**config.mk**
```make
export PLATFORM = sky130hd
export DESIGN_NAME = nvm_clock_options
export DESIGN_NICKNAME = d
export VERILOG_FILES = /design/src/logic/nvm_ctrl_pkg.sv /design/src/logic/nvm_timing_divider.sv /design/src/logic/nvm_clock_options.sv
export SDC_FILE = /design/constraint.sdc
export NUM_CORES = 1
export LEC_CHECK = 0
export BUFFER_PORTS_ARGS = -buffer_cell sky130_fd_sc_hd__buf_2
export CAP_MARGIN = 20
export CORE_ASPECT_RATIO = 2
export CORE_UTILIZATION = 47
export DETAILED_ROUTE_END_ITERATION = 6
export PLACE_DENSITY_LB_ADDON = 0.12
export RECOVER_POWER = 25
export SLEW_MARGIN = 20
export SYNTH_ARGS = -nofsm -noshare
export SYNTH_HDL_FRONTEND = slang
export SYNTH_SLANG_ARGS = --single-unit
```
**constraint.sdc**
```tcl
create_clock -name core_clk_i -period 2.6 [get_ports core_clk_i]
set_input_delay 0.52 -clock core_clk_i [delete_from_list [all_inputs] [get_ports core_clk_i]]
set_output_delay 0.52 -clock core_clk_i [all_outputs]
set_load 0.01 [all_outputs]
```
**src/logic/nvm_ctrl_pkg.sv**
```systemverilog
// Package for the nonvolatile memory clock divider and options block.
// Assumes an APB slave with 32-bit data and a 20 MHz bus clock.
package nvm_ctrl_pkg;
  // Register byte addresses
  localparam logic [11:0] ADDR_CLOCK_DIVIDER = 12'h000;
  localparam logic [11:0] ADDR_OPTIONS = 12'h004;
  localparam logic [11:0] ADDR_KEY_CONTROL = 12'h008;
  localparam logic [11:0] ADDR_KEY_DATA = 12'h00c;
  localparam logic [11:0] ADDR_STATUS = 12'h010;
  localparam logic [11:0] ADDR_PROTECT = 12'h014;
  // Divider register fields
  localparam int LOADED_FLAG_BIT = 7;
  localparam int PRESCALE_BIT = 6;
  localparam int DIV_WIDTH = 6;
  localparam logic [7:0] CLOCK_DIVIDER_RESET = 8'h00;
  localparam int PRESCALE_RATIO = 8;
  // Options register fields
  localparam int KEY_ENABLE_BIT = 7;
  localparam int REDIRECT_DISABLE_BIT = 6;
  localparam logic [7:0] OPTIONS_RESET = 8'hff;
  // Backdoor key length in bytes
  localparam int KEY_BYTES = 8;
  // Status register fields
  localparam int STAT_SECURE_BIT = 0;
  localparam int STAT_OP_ALLOWED_BIT = 1;
  localparam int STAT_REDIRECT_BIT = 2;
  localparam int STAT_KEY_ARMED_BIT = 3;
  // Timing clock window
  localparam int TIMING_CLK_MIN_KHZ = 150;
  localparam int TIMING_CLK_MAX_KHZ = 200;
  localparam int CORE_CLK_KHZ = 20000;
endpackage

```
**src/logic/nvm_timing_divider.sv**
```systemverilog
// Divides the bus clock into the nonvolatile timing pulse train.
// Assumes the divisor settings are stable once the divisor is loaded.
`timescale 1ns/1ns
module nvm_timing_divider #(
  parameter int DIV_W = 6
) (
  input wire logic core_clk_i,
  input wire logic rst_n_i,
  input wire logic run_i,
  input wire logic prescale_i,
  input wire logic [DIV_W-1:0] divisor_i,
  output logic tick_o
);
  import nvm_ctrl_pkg::*;
  logic [2:0] pre_cnt_r;
  logic [DIV_W-1:0] div_cnt_r;
  logic pre_tick;
  // Refuse divisor widths the counter cannot serve
  if (DIV_W < 1 || DIV_W > 16) begin : g_bad_width
    $error("divider width out of range");
  end
  // Prescale strobe is every eighth bus clock, or every clock when bypassed [RULE_04]
  assign pre_tick = prescale_i ? (pre_cnt_r == 3'(PRESCALE_RATIO - 1)) : 1'b1;
  always_ff @(posedge core_clk_i) begin
    if (!rst_n_i || !run_i) begin
      pre_cnt_r <= 3'h0;
    end else begin
      pre_cnt_r <= pre_cnt_r + 3'h1;
    end
  end
  // Counts divisor plus one strobes; one tick marks one timing clock period [RULE_05]
  always_ff @(posedge core_clk_i) begin
    if (!rst_n_i || !run_i) begin
      div_cnt_r <= '0;
      tick_o <= 1'b0;
    end else if (pre_tick) begin
      if (div_cnt_r == divisor_i) begin
        div_cnt_r <= '0;
        tick_o <= 1'b1;
      end else begin
        div_cnt_r <= div_cnt_r + 1'b1;
        tick_o <= 1'b0;
      end
    end else begin
      tick_o <= 1'b0;
    end
  end
endmodule

```
**src/logic/nvm_clock_options.sv**
```systemverilog
// APB register block: write-once timing clock divider and reset-loaded options.
// Assumes the nonvolatile option byte, stored key and protect state are stable
// around reset release; the debug flag comes from logic on core_clk_i.
//
// Operation
// RULE_01 - The divisor-loaded flag is read-only, cleared by reset, and set by the first divider write.
// RULE_02 - Divider bits 6..0 always read back and only the first write after reset changes them.
// RULE_03 - Erase and program are refused until the divisor-loaded flag is set.
// RULE_04 - The prescale bit selects bus clock divided by eight, otherwise the bus clock itself.
// RULE_05 - The selected clock is divided by the 6-bit divisor plus one to form the timing clock.
// RULE_06 - Software picks settings giving a timing clock between 150 and 200 kHz.
// RULE_07 - Each program or erase pulse is one timing clock period, operations last whole pulses; here the first pulse can be partial.
// RULE_08 - Options are loaded from the nonvolatile source during reset only; here in the first clock after reset release.
// RULE_09 - With the key enable clear, key comparison never lifts security.
// RULE_10 - With key enable set, eight matching key bytes in order lift security until reset.
// RULE_11 - Key writes from the debug command path never count toward unlocking.
// RULE_12 - The redirect disable bit set forces default vectors, clear enables redirection.
// RULE_13 - Redirection needs protection too and never applies to the reset vector.
// RULE_14 - Bus writes to the options register have no effect.
//
// Local design decisions: the register addresses and the APB register port.
`timescale 1ns/1ns
module nvm_clock_options #(
  parameter int OP_PULSES = 4
) (
  input wire logic core_clk_i,
  input wire logic rst_n_i,
  input wire logic psel,
  input wire logic penable,
  input wire logic pwrite,
  input wire logic [11:0] paddr,
  input wire logic [31:0] pwdata,
  output logic [31:0] prdata,
  output logic pready,
  output logic pslverr,
  input wire logic [7:0] nonvolatile_options_source_i,
  input wire logic [63:0] stored_backdoor_key_i,
  input wire logic background_debug_commands_i,
  input wire logic flash_protected_i,
  input wire logic vector_fetch_i,
  input wire logic [6:0] vector_index_i,
  input wire logic op_start_i,
  output logic op_refused_o,
  output logic op_busy_o,
  output logic op_done_o,
  output logic nvm_timing_clock_o,
  output logic secure_o,
  output logic redirect_vector_o
);
  import nvm_ctrl_pkg::*;

  logic [7:0] nvm_clock_divider_r;
  logic [7:0] nvm_options_r;
  logic rst_seen_r;
  logic key_armed_r;
  logic [3:0] key_idx_r;
  logic key_ok_r;
  logic secure_r;
  logic [15:0] pulse_cnt_r;
  logic tick;
  logic wr_en;
  logic rd_en;
  logic addr_ok;
  logic [7:0] key_byte;

  // Refuse pulse counts the 16-bit pulse counter cannot hold
  if (OP_PULSES < 1 || OP_PULSES > 65535) begin : g_bad_pulses
    $error("pulse count out of range");
  end

  // Simple APB slave: ready in every access phase without wait states, unmapped addresses answer with an error
  assign addr_ok = (paddr == ADDR_CLOCK_DIVIDER) || (paddr == ADDR_OPTIONS) ||
                   (paddr == ADDR_KEY_CONTROL) || (paddr == ADDR_KEY_DATA) ||
                   (paddr == ADDR_STATUS);
  assign wr_en = psel && penable && pwrite && pready && addr_ok;
  assign rd_en = psel && !penable && !pwrite;

  // Ready is asserted in the access phase, one cycle after setup
  always_ff @(posedge core_clk_i) begin
    if (!rst_n_i) begin
      pready <= 1'b0;
      pslverr <= 1'b0;
    end else begin
      pready <= psel && !penable;
      pslverr <= psel && !penable && !addr_ok;
    end
  end

  // Read data is captured in the setup cycle so it stands during access
  always_ff @(posedge core_clk_i) begin
    if (!rst_n_i) begin
      prdata <= 32'h0000_0000;
    end else if (rd_en) begin
      case (paddr)
        ADDR_CLOCK_DIVIDER: prdata <= {24'h00_0000, nvm_clock_divider_r}; // [RULE_02]
        ADDR_OPTIONS: prdata <= {24'h00_0000, nvm_options_r};
        ADDR_KEY_CONTROL: prdata <= {31'h0000_0000, key_armed_r};
        ADDR_STATUS: prdata <= {28'h000_0000, key_armed_r, redirect_vector_o,
                                nvm_clock_divider_r[LOADED_FLAG_BIT], secure_r};
        default: prdata <= 32'h0000_0000;
      endcase
    end
  end

  // Write-once divider; the loaded flag is set by the first write whatever the data
  always_ff @(posedge core_clk_i) begin
    if (!rst_n_i) begin
      nvm_clock_divider_r <= CLOCK_DIVIDER_RESET; // [RULE_01]
    end else if (wr_en && paddr == ADDR_CLOCK_DIVIDER && !nvm_clock_divider_r[LOADED_FLAG_BIT]) begin
      nvm_clock_divider_r <= {1'b1, pwdata[6:0]}; // [RULE_01] [RULE_02]
    end
  end

  // Options copy: taken in the first clock after reset release, as the source
  // cannot be sampled by an asynchronous load; bus writes never reach it
  always_ff @(posedge core_clk_i) begin
    if (!rst_n_i) begin
      rst_seen_r <= 1'b0;
      nvm_options_r <= OPTIONS_RESET;
    end else if (!rst_seen_r) begin
      rst_seen_r <= 1'b1;
      nvm_options_r <= nonvolatile_options_source_i; // [RULE_08] [RULE_14]
    end
  end

  assign key_byte = stored_backdoor_key_i[8*(KEY_BYTES-1-key_idx_r[2:0]) +: 8];

  // Backdoor key entry: arm, write eight bytes first to last, disarm to compare
  always_ff @(posedge core_clk_i) begin
    if (!rst_n_i) begin
      key_armed_r <= 1'b0;
      key_idx_r <= 4'h0;
      key_ok_r <= 1'b0;
      secure_r <= 1'b1;
    end else begin
      if (wr_en && paddr == ADDR_KEY_CONTROL) begin
        key_armed_r <= pwdata[0];
        if (pwdata[0]) begin
          key_idx_r <= 4'h0;
          key_ok_r <= 1'b1;
        end else if (key_armed_r && key_ok_r && key_idx_r == 4'(KEY_BYTES) &&
                     nvm_options_r[KEY_ENABLE_BIT] && rst_seen_r) begin
          secure_r <= 1'b0; // [RULE_09] [RULE_10]
        end
      end
      // Debug-path writes poison the attempt rather than being skipped
      if (wr_en && paddr == ADDR_KEY_DATA && key_armed_r) begin
        if (background_debug_commands_i || key_idx_r >= 4'(KEY_BYTES)) begin
          key_ok_r <= 1'b0; // [RULE_11]
        end else begin
          key_idx_r <= key_idx_r + 4'h1;
          if (pwdata[7:0] != key_byte) begin
            key_ok_r <= 1'b0; // [RULE_10]
          end
        end
      end
    end
  end

  // Redirection only for interrupt vectors, never the reset vector slot
  always_ff @(posedge core_clk_i) begin
    if (!rst_n_i) begin
      redirect_vector_o <= 1'b0;
    end else begin
      redirect_vector_o <= vector_fetch_i && !nvm_options_r[REDIRECT_DISABLE_BIT] &&
                           flash_protected_i && (vector_index_i != 7'h7f); // [RULE_12] [RULE_13]
    end
  end

  // Timing clock runs only once the divisor is loaded
  nvm_timing_divider #(
    .DIV_W(DIV_WIDTH)
  ) u_div (
    .core_clk_i(core_clk_i),
    .rst_n_i(rst_n_i),
    .run_i(nvm_clock_divider_r[LOADED_FLAG_BIT]),
    .prescale_i(nvm_clock_divider_r[PRESCALE_BIT]),
    .divisor_i(nvm_clock_divider_r[DIV_WIDTH-1:0]),
    .tick_o(tick)
  );

  // Operation sequencer: refused before the divisor is loaded, else ends on the
  // OP_PULSES-th timing tick after start; the divider free-runs, so the first pulse can be partial
  always_ff @(posedge core_clk_i) begin
    if (!rst_n_i) begin
      op_busy_o <= 1'b0;
      op_done_o <= 1'b0;
      op_refused_o <= 1'b0;
      pulse_cnt_r <= 16'h0000;
    end else begin
      op_done_o <= 1'b0;
      op_refused_o <= op_start_i && !op_busy_o && !nvm_clock_divider_r[LOADED_FLAG_BIT]; // [RULE_03]
      if (op_start_i && !op_busy_o && nvm_clock_divider_r[LOADED_FLAG_BIT]) begin
        op_busy_o <= 1'b1;
        pulse_cnt_r <= 16'h0000;
      end else if (op_busy_o && tick) begin
        if (pulse_cnt_r == 16'(OP_PULSES - 1)) begin
          op_busy_o <= 1'b0;
          op_done_o <= 1'b1; // [RULE_07]
        end else begin
          pulse_cnt_r <= pulse_cnt_r + 16'h0001;
        end
      end
    end
  end

  // Timing clock output is the tick registered one bus clock later: one bus-clock pulse per timing clock period
  always_ff @(posedge core_clk_i) begin
    if (!rst_n_i) begin
      nvm_timing_clock_o <= 1'b0;
      secure_o <= 1'b1;
    end else begin
      nvm_timing_clock_o <= tick; // [RULE_07]
      secure_o <= secure_r;
    end
  end
endmodule

```
**Word-level counts from Yosys, hierarchy flattened**

Index checks and enable logic that the tools add are counted.

- Order comparisons: 1
- Add/subtract/negate cells: 5
- Reductions and logical operators: 45
- Bitwise logic cells: 5
- Shift operators: 1
- Equality and inequality tests: 10
- Multiplexer cells: 18

Operators by type and width:

| operator | count |
|---|---|
| 64-bit by 33-bit variable part select with 8-bit output | 1 |
| 8-bit one-hot mux with 4 select lines | 1 |
| 12-bit by 4-bit equality test with 1-bit output (second input constant) | 2 |
| 1-bit logical AND | 23 |
| 16-bit by 1-bit adder with 16-bit output (second input constant) | 1 |
| 16-bit by 2-bit equality test with 1-bit output (second input constant) | 1 |
| 4-bit two-way mux | 4 |
| 12-bit by 3-bit equality test with 1-bit output (second input constant) | 1 |
| 12-bit by 5-bit equality test with 1-bit output (second input constant) | 1 |
| 12-bit logical NOT | 1 |
| 1-bit two-way mux | 12 |
| 8-bit != test | 1 |
| 1-bit logical NOT | 7 |
| 7-bit != test (second input constant) | 1 |
| 6-bit by 1-bit adder with 6-bit output (second input constant) | 1 |
| 6-bit equality test | 1 |
| 1-bit logical OR | 6 |
| 6-bit two-way mux | 1 |
| 1-bit inverter | 5 |
| 4-bit by 1-bit adder with 4-bit output (second input constant) | 1 |
| 4-bit equality test (second input constant) | 1 |
| 4-bit greater-or-equal comparator (second input constant) | 1 |
| 2-bit AND reduction | 2 |
| 2-bit nonzero test | 2 |
| 6 further kinds | 7 |

- Input port bits: 132
- Output and inout port bits: 40
- Logic and storage cells: 105
- Bits in registers: 90

**Logic depth before layout (Yosys ltp)**

Gate-level depths: netlist (run 1).

- Depth after elaboration: 11
- Gate-level depth with buffers: 8
- Gate-level depth less buffers: 7

**Cells and area by module**

From an unflattened synthesis (run 1), not the netlist that was laid out.

- Cell total of the unflattened synthesis: 396
- Area total of the unflattened synthesis: 3,757.4 um^2

Modules (own cells, without submodules):

| module | instances | area each (um^2) | sequential area each (um^2) | cells an instance |
|---|---|---|---|---|
| nvm_clock_options | 1 | 3,243.1 | 1,121.1 | 347 |
| nvm_timing_divider | 1 | 514.2 | 200.2 | 49 |

**Worst setup path before layout (run 1)**

Ideal clock, no wire load.

- Kind: input to register
- Start: in paddr[3]
- End: reg nvm_clock_divider_r[0]
- Library setup time: 0.128 ns
- Path slack: 0.645 ns
- Data required time: 2.472 ns
- Buffers on the path: 1
- Data arrival time: 1.828 ns
- Cell stages on the path: 5
- Path through: clkbuf_1 -> or4_1 -> nor3_4 -> mux2i_1 -> nor2_1

- Word-level cells in the longest chain between the ends: 8
- Elaborated cells between the ends (all ways): 12
- Classes of those cells: eq/ne (4); reduce/logical (8)

RTL lines:

| element | RTL line | RTL |
|---|---|---|
| from (decl) | nvm_clock_options.sv:31 | `input wire logic [11:0] paddr,` |
| 12-bit by 3-bit equality test with 1-bit output / 12-bit logical NOT (equally long branches) | nvm_clock_options.sv:72, nvm_clock_options.sv:109 |  |
| 1-bit logical OR (2 in series) | nvm_clock_options.sv:72 | `assign addr_ok = (paddr == ADDR_CLOCK_DIVIDER) \|\| (paddr == ADDR_OPTIONS) \|\|` |
| 1-bit logical OR (2 in series) | nvm_clock_options.sv:73 | `(paddr == ADDR_KEY_CONTROL) \|\| (paddr == ADDR_KEY_DATA) \|\|` |
| 1-bit logical AND | nvm_clock_options.sv:75 | `assign wr_en = psel && penable && pwrite && pready && addr_ok;` |
| 1-bit logical AND (*) (2 in series) | nvm_clock_options.sv:109 | `end else if (wr_en && paddr == ADDR_CLOCK_DIVIDER && !nvm_clock_divider_r[LOADED_FLAG_BIT]) begin` |
| to (signal assigned) | nvm_clock_options.sv:110 | `nvm_clock_divider_r <= {1'b1, pwdata[6:0]};` |
| to (decl) | nvm_clock_options.sv:52 | `logic [7:0] nvm_clock_divider_r;` |

Mark *: on every way between the ends. The rest lies on a longest branch, timed or not.
A chain may end at the register's enable or synchronous reset.

**Worst setup path after layout (run 1)**

- Start: reg key_idx_r[0]
- End: reg key_ok_r

- Word-level cells in the longest chain between the ends: 6
- Elaborated cells between the ends (all ways): 8
- Classes of those cells: add/sub (1); order compare (1); eq/ne (1); shift (1); mux (3); reduce/logical (1)

RTL lines:

| element | RTL line | RTL |
|---|---|---|
| from (decl) | nvm_clock_options.sv:56 | `logic [3:0] key_idx_r;` |
| from (signal assigned) | nvm_clock_options.sv:151 | `key_idx_r <= key_idx_r + 4'h1;` |
| 3-bit by 3-bit subtractor with 4-bit output | nvm_clock_options.sv:126 | `assign key_byte = stored_backdoor_key_i[8*(KEY_BYTES-1-key_idx_r[2:0]) +: 8];` |
| 64-bit by 33-bit variable part select with 8-bit output | nvm_clock_options.sv:126 |  |
| 8-bit != test | nvm_clock_options.sv:152 | `if (pwdata[7:0] != key_byte) begin` |
| 1-bit two-way mux | nvm_clock_options.sv:152 |  |
| 1-bit two-way mux (*) | nvm_clock_options.sv:148 | `if (background_debug_commands_i \|\| key_idx_r >= 4'(KEY_BYTES)) begin` |
| 1-bit two-way mux (*) | nvm_clock_options.sv:147 | `if (wr_en && paddr == ADDR_KEY_DATA && key_armed_r) begin` |
| to (signal assigned) | nvm_clock_options.sv:140 | `key_ok_r <= 1'b1;` |
| to (signal assigned) | nvm_clock_options.sv:149 | `key_ok_r <= 1'b0;` |
| to (signal assigned) | nvm_clock_options.sv:153 | `key_ok_r <= 1'b0;` |
| to (decl) | nvm_clock_options.sv:57 | `logic key_ok_r;` |

Marks and branches as above.

==> summary.md, run 1 <==
| Metric | Value |
|---|---|
| Vias per cell | `5.32` |
| Most frequent cells in the layout | `117 x buf_2, 66 x dfxtp_1, 46 x nor2_1, 45 x mux2i_1, 27 x nand2_1` |
| Antenna Cells | `0` |
| Largest net degree at the start of global routing | `23` |
| CP cell instances | `mux4_2, mux2i_1, xnor2_1, nor3_2, nand4_1, a221oi_2` |
| Slowest-stage cell, CP | `dfxtp_1` |
| Post-Synthesis Cells | `407` |
| Synth Area in Adders | `1.96%` |
| Global-route wire length before repair | `14200 um` |
| Worst hold path cell count | `2` |
| Post-CTS resize count | `0` |
| Unique masters post-synth | `52` |
| Number of global-route vias before repair | `about 3200` |
| Routability congestion estimate | `roughly 0.85` |
| CTS tree | `done` |
| Setup TNS | `0 ns` |
| Post-synth EDFFs | `0` |
| Worst-case reg-to-reg path depth | `6` |
| Via Count | `3343` |
| RSZ-0062 raised after global routing | `no` |
| Initial antenna violation count | `0` |
| Starting Density | `approximately 49%` |
| Synthesized cell area | `roughly 0.0037 mm2` |
| Reg-to-reg startpoint | `key_idx_r[0]$_SDFF_PN0_` |
| Placed cells | `slightly above 600` |
| Drt wl/cell | `14.3 um` |
| Clock skew | `0.00450 ns` |
| First-pass DRT Iterations | `4` |
| Status | `completed` |
| CP Launch Point | `key_idx_r[0]$_SDFF_PN0_` |
| Hold-fix buffers at CTS | `0` |
| Worst Path Max Fanout | `12` |
| Dpl ws | `0.413 ns` |
| Total CTS buffers | `9` |
| Tcrit/Tclk final | `between 80% and 90%` |
| Xor/xnor cell area share of the yosys netlist | `6.38%` |
| Met3 WL | `approximately 470 um` |
| Root buf cell | `clkbuf_16` |
| Total core area | `~0.0076 mm2` |
| Routed WL | `~9000 um` |
| Global route overflow | `0` |
| Mapped Avg Cell Area | `9.11 um2` |
| Post-synthesis compound-gate area fraction | `8.50%` |
| Die area | `0.00827 mm2` |
| Largest family of logic cells by synthesized area | `simple AND/OR/NAND/NOR gates` |
| Pwr/cell area | `519 mW/mm2` |
| Final net count | `~670` |
| Cell type with the largest total area after synthesis | `dfxtp_1` |
| Post-synthesis mux area share | `17.2%` |
| # clock sinks | `66` |
| #FFs+latches synth | `66` |
| Highest Signal Layer | `met4` |
| Reg clk slew, reported paths | `0.05 ns` |
| Max clock buf depth | `2` |
| Post-route minimum period | `2.15 ns` |
| Syn. warnings | `0` |
| Peak supply drop | `between 400 and 500 uV` |
| Worst EP required | `2.84 ns` |
| Total GRT Usage | `22.4%` |
| Number of setup buffers added after CTS | `0` |
| Input/output buffers | `roughly 120` |
| WL met1 | `3170 um` |
| Worst setup SP type | `flop` |
| Multi-input gate area | `0.00218 mm2` |
| Iter 0 DRT Violations | `about 110` |
| Synth async-reset ratio | `0%` |
| Final setup fails | `0` |
| Final slew viol count | `0` |
| Area Growth Syn to Fin | `24.5%` |
| Ports | `172` |
| Worst-Skew Late Latency | `approximately 0.32 ns` |
| # rows | `45` |
| Slew at the pin closest to its max-slew limit | `0.806 ns` |
| Critical path endpoint category | `flop` |
| Critical Path AT | `2.39 ns` |
| Total area of sequential cells | `0.00132 mm2` |
| Beginning of the worst hold path | `penable` |
| Synth Area in Simple Gates | `between 20% and 30%` |
| Final Hold Vio Count | `0` |
| Area contributors post-synth | `dfxtp_1 36%, mux2i_1 12%, buf_4 5.3%` |
| Leak | `1.92 nW` |
| Setup WS post-layout | `0.446 ns` |
| Seq/Total Area, Yosys | `35.6%` |
| Detail Route met2 WL | `approximately 5000 um` |
| Antenna-violating nets left | `0` |
| Layout filler cell count | `between 600 and 700` |
| Die X | `approximately 65 um` |
| H-tree depth | `3` |
| Slew HR | `between 40% and 50%` |
| CP Class | `flop to flop` |
| Finished Layout Cells | `roughly 630` |
| Post-DP HPWL | `about 7200 um` |
| Hold WC Path Type | `input port to flop` |
| Commonest non-fill, non-tap cell in the layout | `buf_2` |
| Post-layout total power | `0.00240 W` |
| CP max stage delay | `0.66 ns` |
| Chip height | `128 um` |
| Residual DRC count | `0` |
| Post-synth top area share | `35.6%` |
| Max_cap viols | `0` |
| Maximum clock frequency | `about 460 MHz` |
| Layout cells sized above 1 | `29.8%` |
| Synth Flop Type | `dfxtp_1` |
[stage by stage]
| stage | instance area [um2] | utilization (%) | hold WS, ns |
|---|---|---|---|
| 2_1_floorplan | 3790 | - | 0.398 |
| 4_1_cts | 4630 | 60.9 | 0.375 |
| 5_1_grt | 4620 | 60.7 | 0.391 |
| 3_3_place_gp | 4340 | 57.1 | 0.417 |
| 6_report | 4620 | 60.7 | 0.390 |
| 3_5_place_dp | 4340 | 57.1 | 0.421 |
[worst max-delay path, delay by kind of cell (launching register included)]
kind / cells / cell delay (ns)
AOI/OAI and AO/OA: 1 / 0.25
muxes: 2 / 0.76
and+or+nand+nor: 2 / 0.30
DFF: 1 / 0.66
xor gates and xnor gates: 1 / 0.10
[power by group]
group          switching, W  internal, W
registers        0.00000896      0.00102
logic             0.0000993     0.000105
clock network      0.000401     0.000759
[path summary, 6_finish.rpt]
path / slack [ns] / to
hold reg to reg: 0.42 / u_div.pre_cnt_r[0]$_SDFF_PP0_
hold / removal: 0.39 / pready$_SDFF_PN0_
setup reg to reg: 0.45 / key_ok_r$_SDFF_PN0_
setup / recovery: 0.45 / key_ok_r$_SDFF_PN0_
[Yosys cell counts (7+ instances only)]
cell type  instances
nand4_1           12
o21ai_0            7
dfxtp_1           66
a21oi_1           12
nand2_1           27
xor2_1            12
nor4_1            10
nand3_1           13
a22oi_1           18
mux2i_1           45
nor2_1            46
buf_4             26
nor3_1            10
clkbuf_1          14
xnor2_1           15
[registers in the layout (all words and copies together) (netlist names)]
register,flops
secure_r,1
u_div.pre_cnt_r,3
key_ok_r,1
nvm_timing_clock_o,1
nvm_clock_divider_r,8
u_div.div_cnt_r,6
op_refused_o,1
op_busy_o,1
key_idx_r,4
secure_o,1
nvm_options_r,8
pulse_cnt_r,16
rst_seen_r,1
op_done_o,1
pslverr,1
u_div.tick_o,1
pready,1
prdata,8
key_armed_r,1
redirect_vector_o,1
[per-layer routing]
metal / global-route usage, % / up-vias
met3: 4.55 / 20
li1: - / 1671
met2: 44.3 / 95
met4: 10.6 / 0
met1: 20.6 / 1557
met5: 0 / -
[cell type report]
type | count | share of cell area, %
timing repair buffer | 133 | 15.0
multi-input combinational | 314 | 47.2
tap | 94 | 2.55
inverter | 6 | 0.488
clock buffer | 12 | 5.34
sequential | 66 | 28.6
clock inverter | 3 | 0.867
[logic make-up (layout without fill, tap and decap cells)]
| family | after synthesis | count (layout) |
|---|---|---|
| mux | 55 | 55 |
| flops | 66 | 66 |
| fa+ha+maj | 6 | 6 |
| xor+xnor | 27 | 27 |
| simple gates | 156 | 156 |
| other cells | 1 | 24 |
| buf+inv | 50 | 154 |
| compound gates | 46 | 46 |
(Power assumes the default switching activity.)
==> run 2, diff against run 1 <==
Settings changed: CORE_UTILIZATION 47 to 43.
Clock period 2.6 ns to 1.9 ns, I/O delays scaled along.
==> run 2 against run 1 <==
  * Flip-flop and latch count is the same
  * Maximum frequency grew 14%
  * Clock skew is essentially flat
  * Core utilization shrank 0.68 points
  * Clock power grew 32%
  * Wire length grew 10%
  * Register-to-register slack lost 0.44 ns
  * Largest cell class unchanged
==> summary.md, run 2 (same netlist as run 1, synthesis figures left out) <==
| Metric | Value |
|---|---|
| Final slew viol count | `0 (unchanged)` |
| Commonest non-fill, non-tap cell in the layout | `buf_2 (unchanged)` |
| Iter 0 DRT Violations | `113 (was 107)` |
| Setup WS post-layout | `0.00366 ns (was 0.446 ns)` |
| Max clock buf depth | `2 (unchanged)` |
| # rows | `47 (was 45)` |
| Clock skew | `0.00484 ns (was 0.00450 ns)` |
| Critical path buffer and inverter count | `1 (was 0)` |
| Slew HR | `61.1% (was 46.2%)` |
| Most frequent cells in the layout | `118 x buf_2, 63 x dfxtp_1, 46 x nor2_1, 44 x mux2i_1, 39 x buf_4 (was 117 x buf_2, 66 x dfxtp_1, 46 x nor2_1, 45 x mux2i_1, 27 x nand2_1)` |
| Maximum clock frequency | `527 MHz (was 464 MHz)` |
| Residual DRC count | `0 (unchanged)` |
| Ports | `172 (unchanged)` |
| Total GRT Usage | `23.4% (was 22.4%)` |
| Starting Density | `44.7% (was 48.8%)` |
| Input/output buffers | `123 (unchanged)` |
| # clock sinks | `66 (unchanged)` |
| Post-route minimum period | `1.90 ns (was 2.15 ns)` |
| Hold WC Path Type | `input port to flop (unchanged)` |
| Tcrit/Tclk final | `99.8% (was 82.8%)` |
| Via Count | `3492 (was 3343)` |
| Post-layout total power | `0.00324 W (was 0.00240 W)` |
| Number of global-route vias before repair | `3624 (was 3159)` |
| CP cell instances | `buf_4, and2b_2, a22oi_2, nand4_1, a221oi_4, nand4_1, a221oi_2 (was mux4_2, mux2i_1, xnor2_1, nor3_2, nand4_1, a221oi_2)` |
| Routed WL | `9900 um (was 9000 um)` |
| Slowest-stage cell, CP | `dfxtp_2 (was dfxtp_1)` |
| Status | `completed (unchanged)` |
| Antenna-violating nets left | `0 (unchanged)` |
| Pwr/cell area | `650 mW/mm2 (was 519 mW/mm2)` |
| Peak supply drop | `673 uV (was 416 uV)` |
| Total CTS buffers | `9 (unchanged)` |
| CP delay by family, top | `compound AO/OA/AOI/OAI gates (was multiplexers)` |
| Final setup fails | `0 (unchanged)` |
| CP max stage delay | `0.33 ns (was 0.66 ns)` |
| Worst EP required | `2.14 ns (was 2.84 ns)` |
| Global route overflow | `0 (unchanged)` |
| Vias per cell | `5.23 (was 5.32)` |
| Die area | `0.00902 mm2 (was 0.00827 mm2)` |
| Leak | `2.13 nW (was 1.92 nW)` |
| Chip height | `133 um (was 128 um)` |
| CP Class | `flop to flop (unchanged)` |
| Worst-Skew Late Latency | `0.32 ns (about the same)` |
| Area Growth Syn to Fin | `34.3% (was 24.5%)` |
| Max FFs per register | `16 (unchanged)` |
| Die X | `67.7 um (was 64.8 um)` |
| Worst setup SP type | `flop (unchanged)` |
| First-pass DRT Iterations | `4 (unchanged)` |
| Reg clk slew, reported paths | `0.05 ns (about the same)` |
| Slew at the pin closest to its max-slew limit | `0.582 ns (was 0.806 ns)` |
| Largest register by flop count | `pulse_cnt_r (unchanged)` |
| Global-route wire length before repair | `15700 um (was 14200 um)` |
| Post-DP HPWL | `8050 um (was 7160 um)` |
| CTS tree | `done (unchanged)` |
| Max_cap viols | `0 (unchanged)` |
| Routability congestion estimate | `0.821 (was 0.847)` |
| Post-layout util | `60.1% (was 60.7%)` |
| Antenna Cells | `0 (unchanged)` |
| Worst Path Max Fanout | `5 (was 12)` |
| Root buf cell | `clkbuf_16 (unchanged)` |
| Layout cells sized above 1 | `36.0% (was 29.8%)` |
| Drt wl/cell | `14.8 um (was 14.3 um)` |
| RSZ-0062 raised after global routing | `yes (was no)` |
| Initial antenna violation count | `0 (unchanged)` |
| Final net count | `702 (was 667)` |
| Dpl ws | `-0.153 ns (was 0.413 ns)` |
| H-tree depth | `3 (unchanged)` |
| Hold-fix buffers at CTS | `0 (unchanged)` |
| Critical Path AT | `2.13 ns (was 2.39 ns)` |
| Critical path endpoint category | `flop (unchanged)` |
| Final Hold Vio Count | `0 (unchanged)` |
| Crit-path most repeated cell | `nand4_1` |
| Total core area | `0.00829 mm2 (was 0.00760 mm2)` |
| Largest net degree at the start of global routing | `20 (was 23)` |
run 2: cell count changes in the layout (fill, tap and decap cells not counted), sizes merged:
cell,delta
clkbuf,+1
bufinv,-1
buf,+36
run 2: final cells by class:
type | instances | area [um2]
clock inverter | 2 | 10.0
inverter | 6 | 22.5
clock buffer | 14 | 274
tap | 98 | 123
multi-input combinational | 314 | 2210
timing repair buffer | 168 | 1010
fill | 779 | 3310
sequential | 66 | 1330
run 2: final timing paths:
check             slack [ns]                           from  depth (start not counted)                            end
hold / removal          0.25                        penable                          2              pready$_SDFF_PN0_
setup / recovery       0.004        key_idx_r[0]$_SDFF_PN0_                          7            key_ok_r$_SDFF_PN0_
setup reg to reg       0.004        key_idx_r[0]$_SDFF_PN0_                          7            key_ok_r$_SDFF_PN0_
hold reg to reg         0.42  u_div.pre_cnt_r[0]$_SDFF_PP0_                          1  u_div.pre_cnt_r[0]$_SDFF_PP0_
run 2: metal layers:
layer	vias up	share of wire, %	global-route usage [%]
met3	24	5.2	4.97
li1	1733	-	-
met5	-	0	0
met1	1613	34	20.4
met4	0	3.1	12.1
met2	122	57	45.5
run 2: per-stage QoR:
step	hold slack [ns]	std cells	TNS, ns	area (um2)
detailed placement	0.421	650	-0.617	4630
CTS	0.244	667	-0.0165	4970
finish	0.253	668	0	4980
floorplan	0.398	430	0	3790
global placement	0.415	650	-0.358	4630
global route	0.257	668	-0.111	4980
run 2: what timing repair did:
| item | 4_1_cts | 5_1_grt |
|---|---|---|
| hold endpoints to repair | 0 | 0 |
| gates resized for setup | 9 | 3 |
| pin swaps | 9 | 4 |
| buffers inserted | 0 | 1 |
| setup endpoints to repair | 1 | 5 |
| gates cloned | 1 | 0 |
run 2: power by group:
group	internal (W)	switching (W)
sequential	0.00140	0.0000126
combinational	0.000154	0.000144
clock	0.000984	0.000545
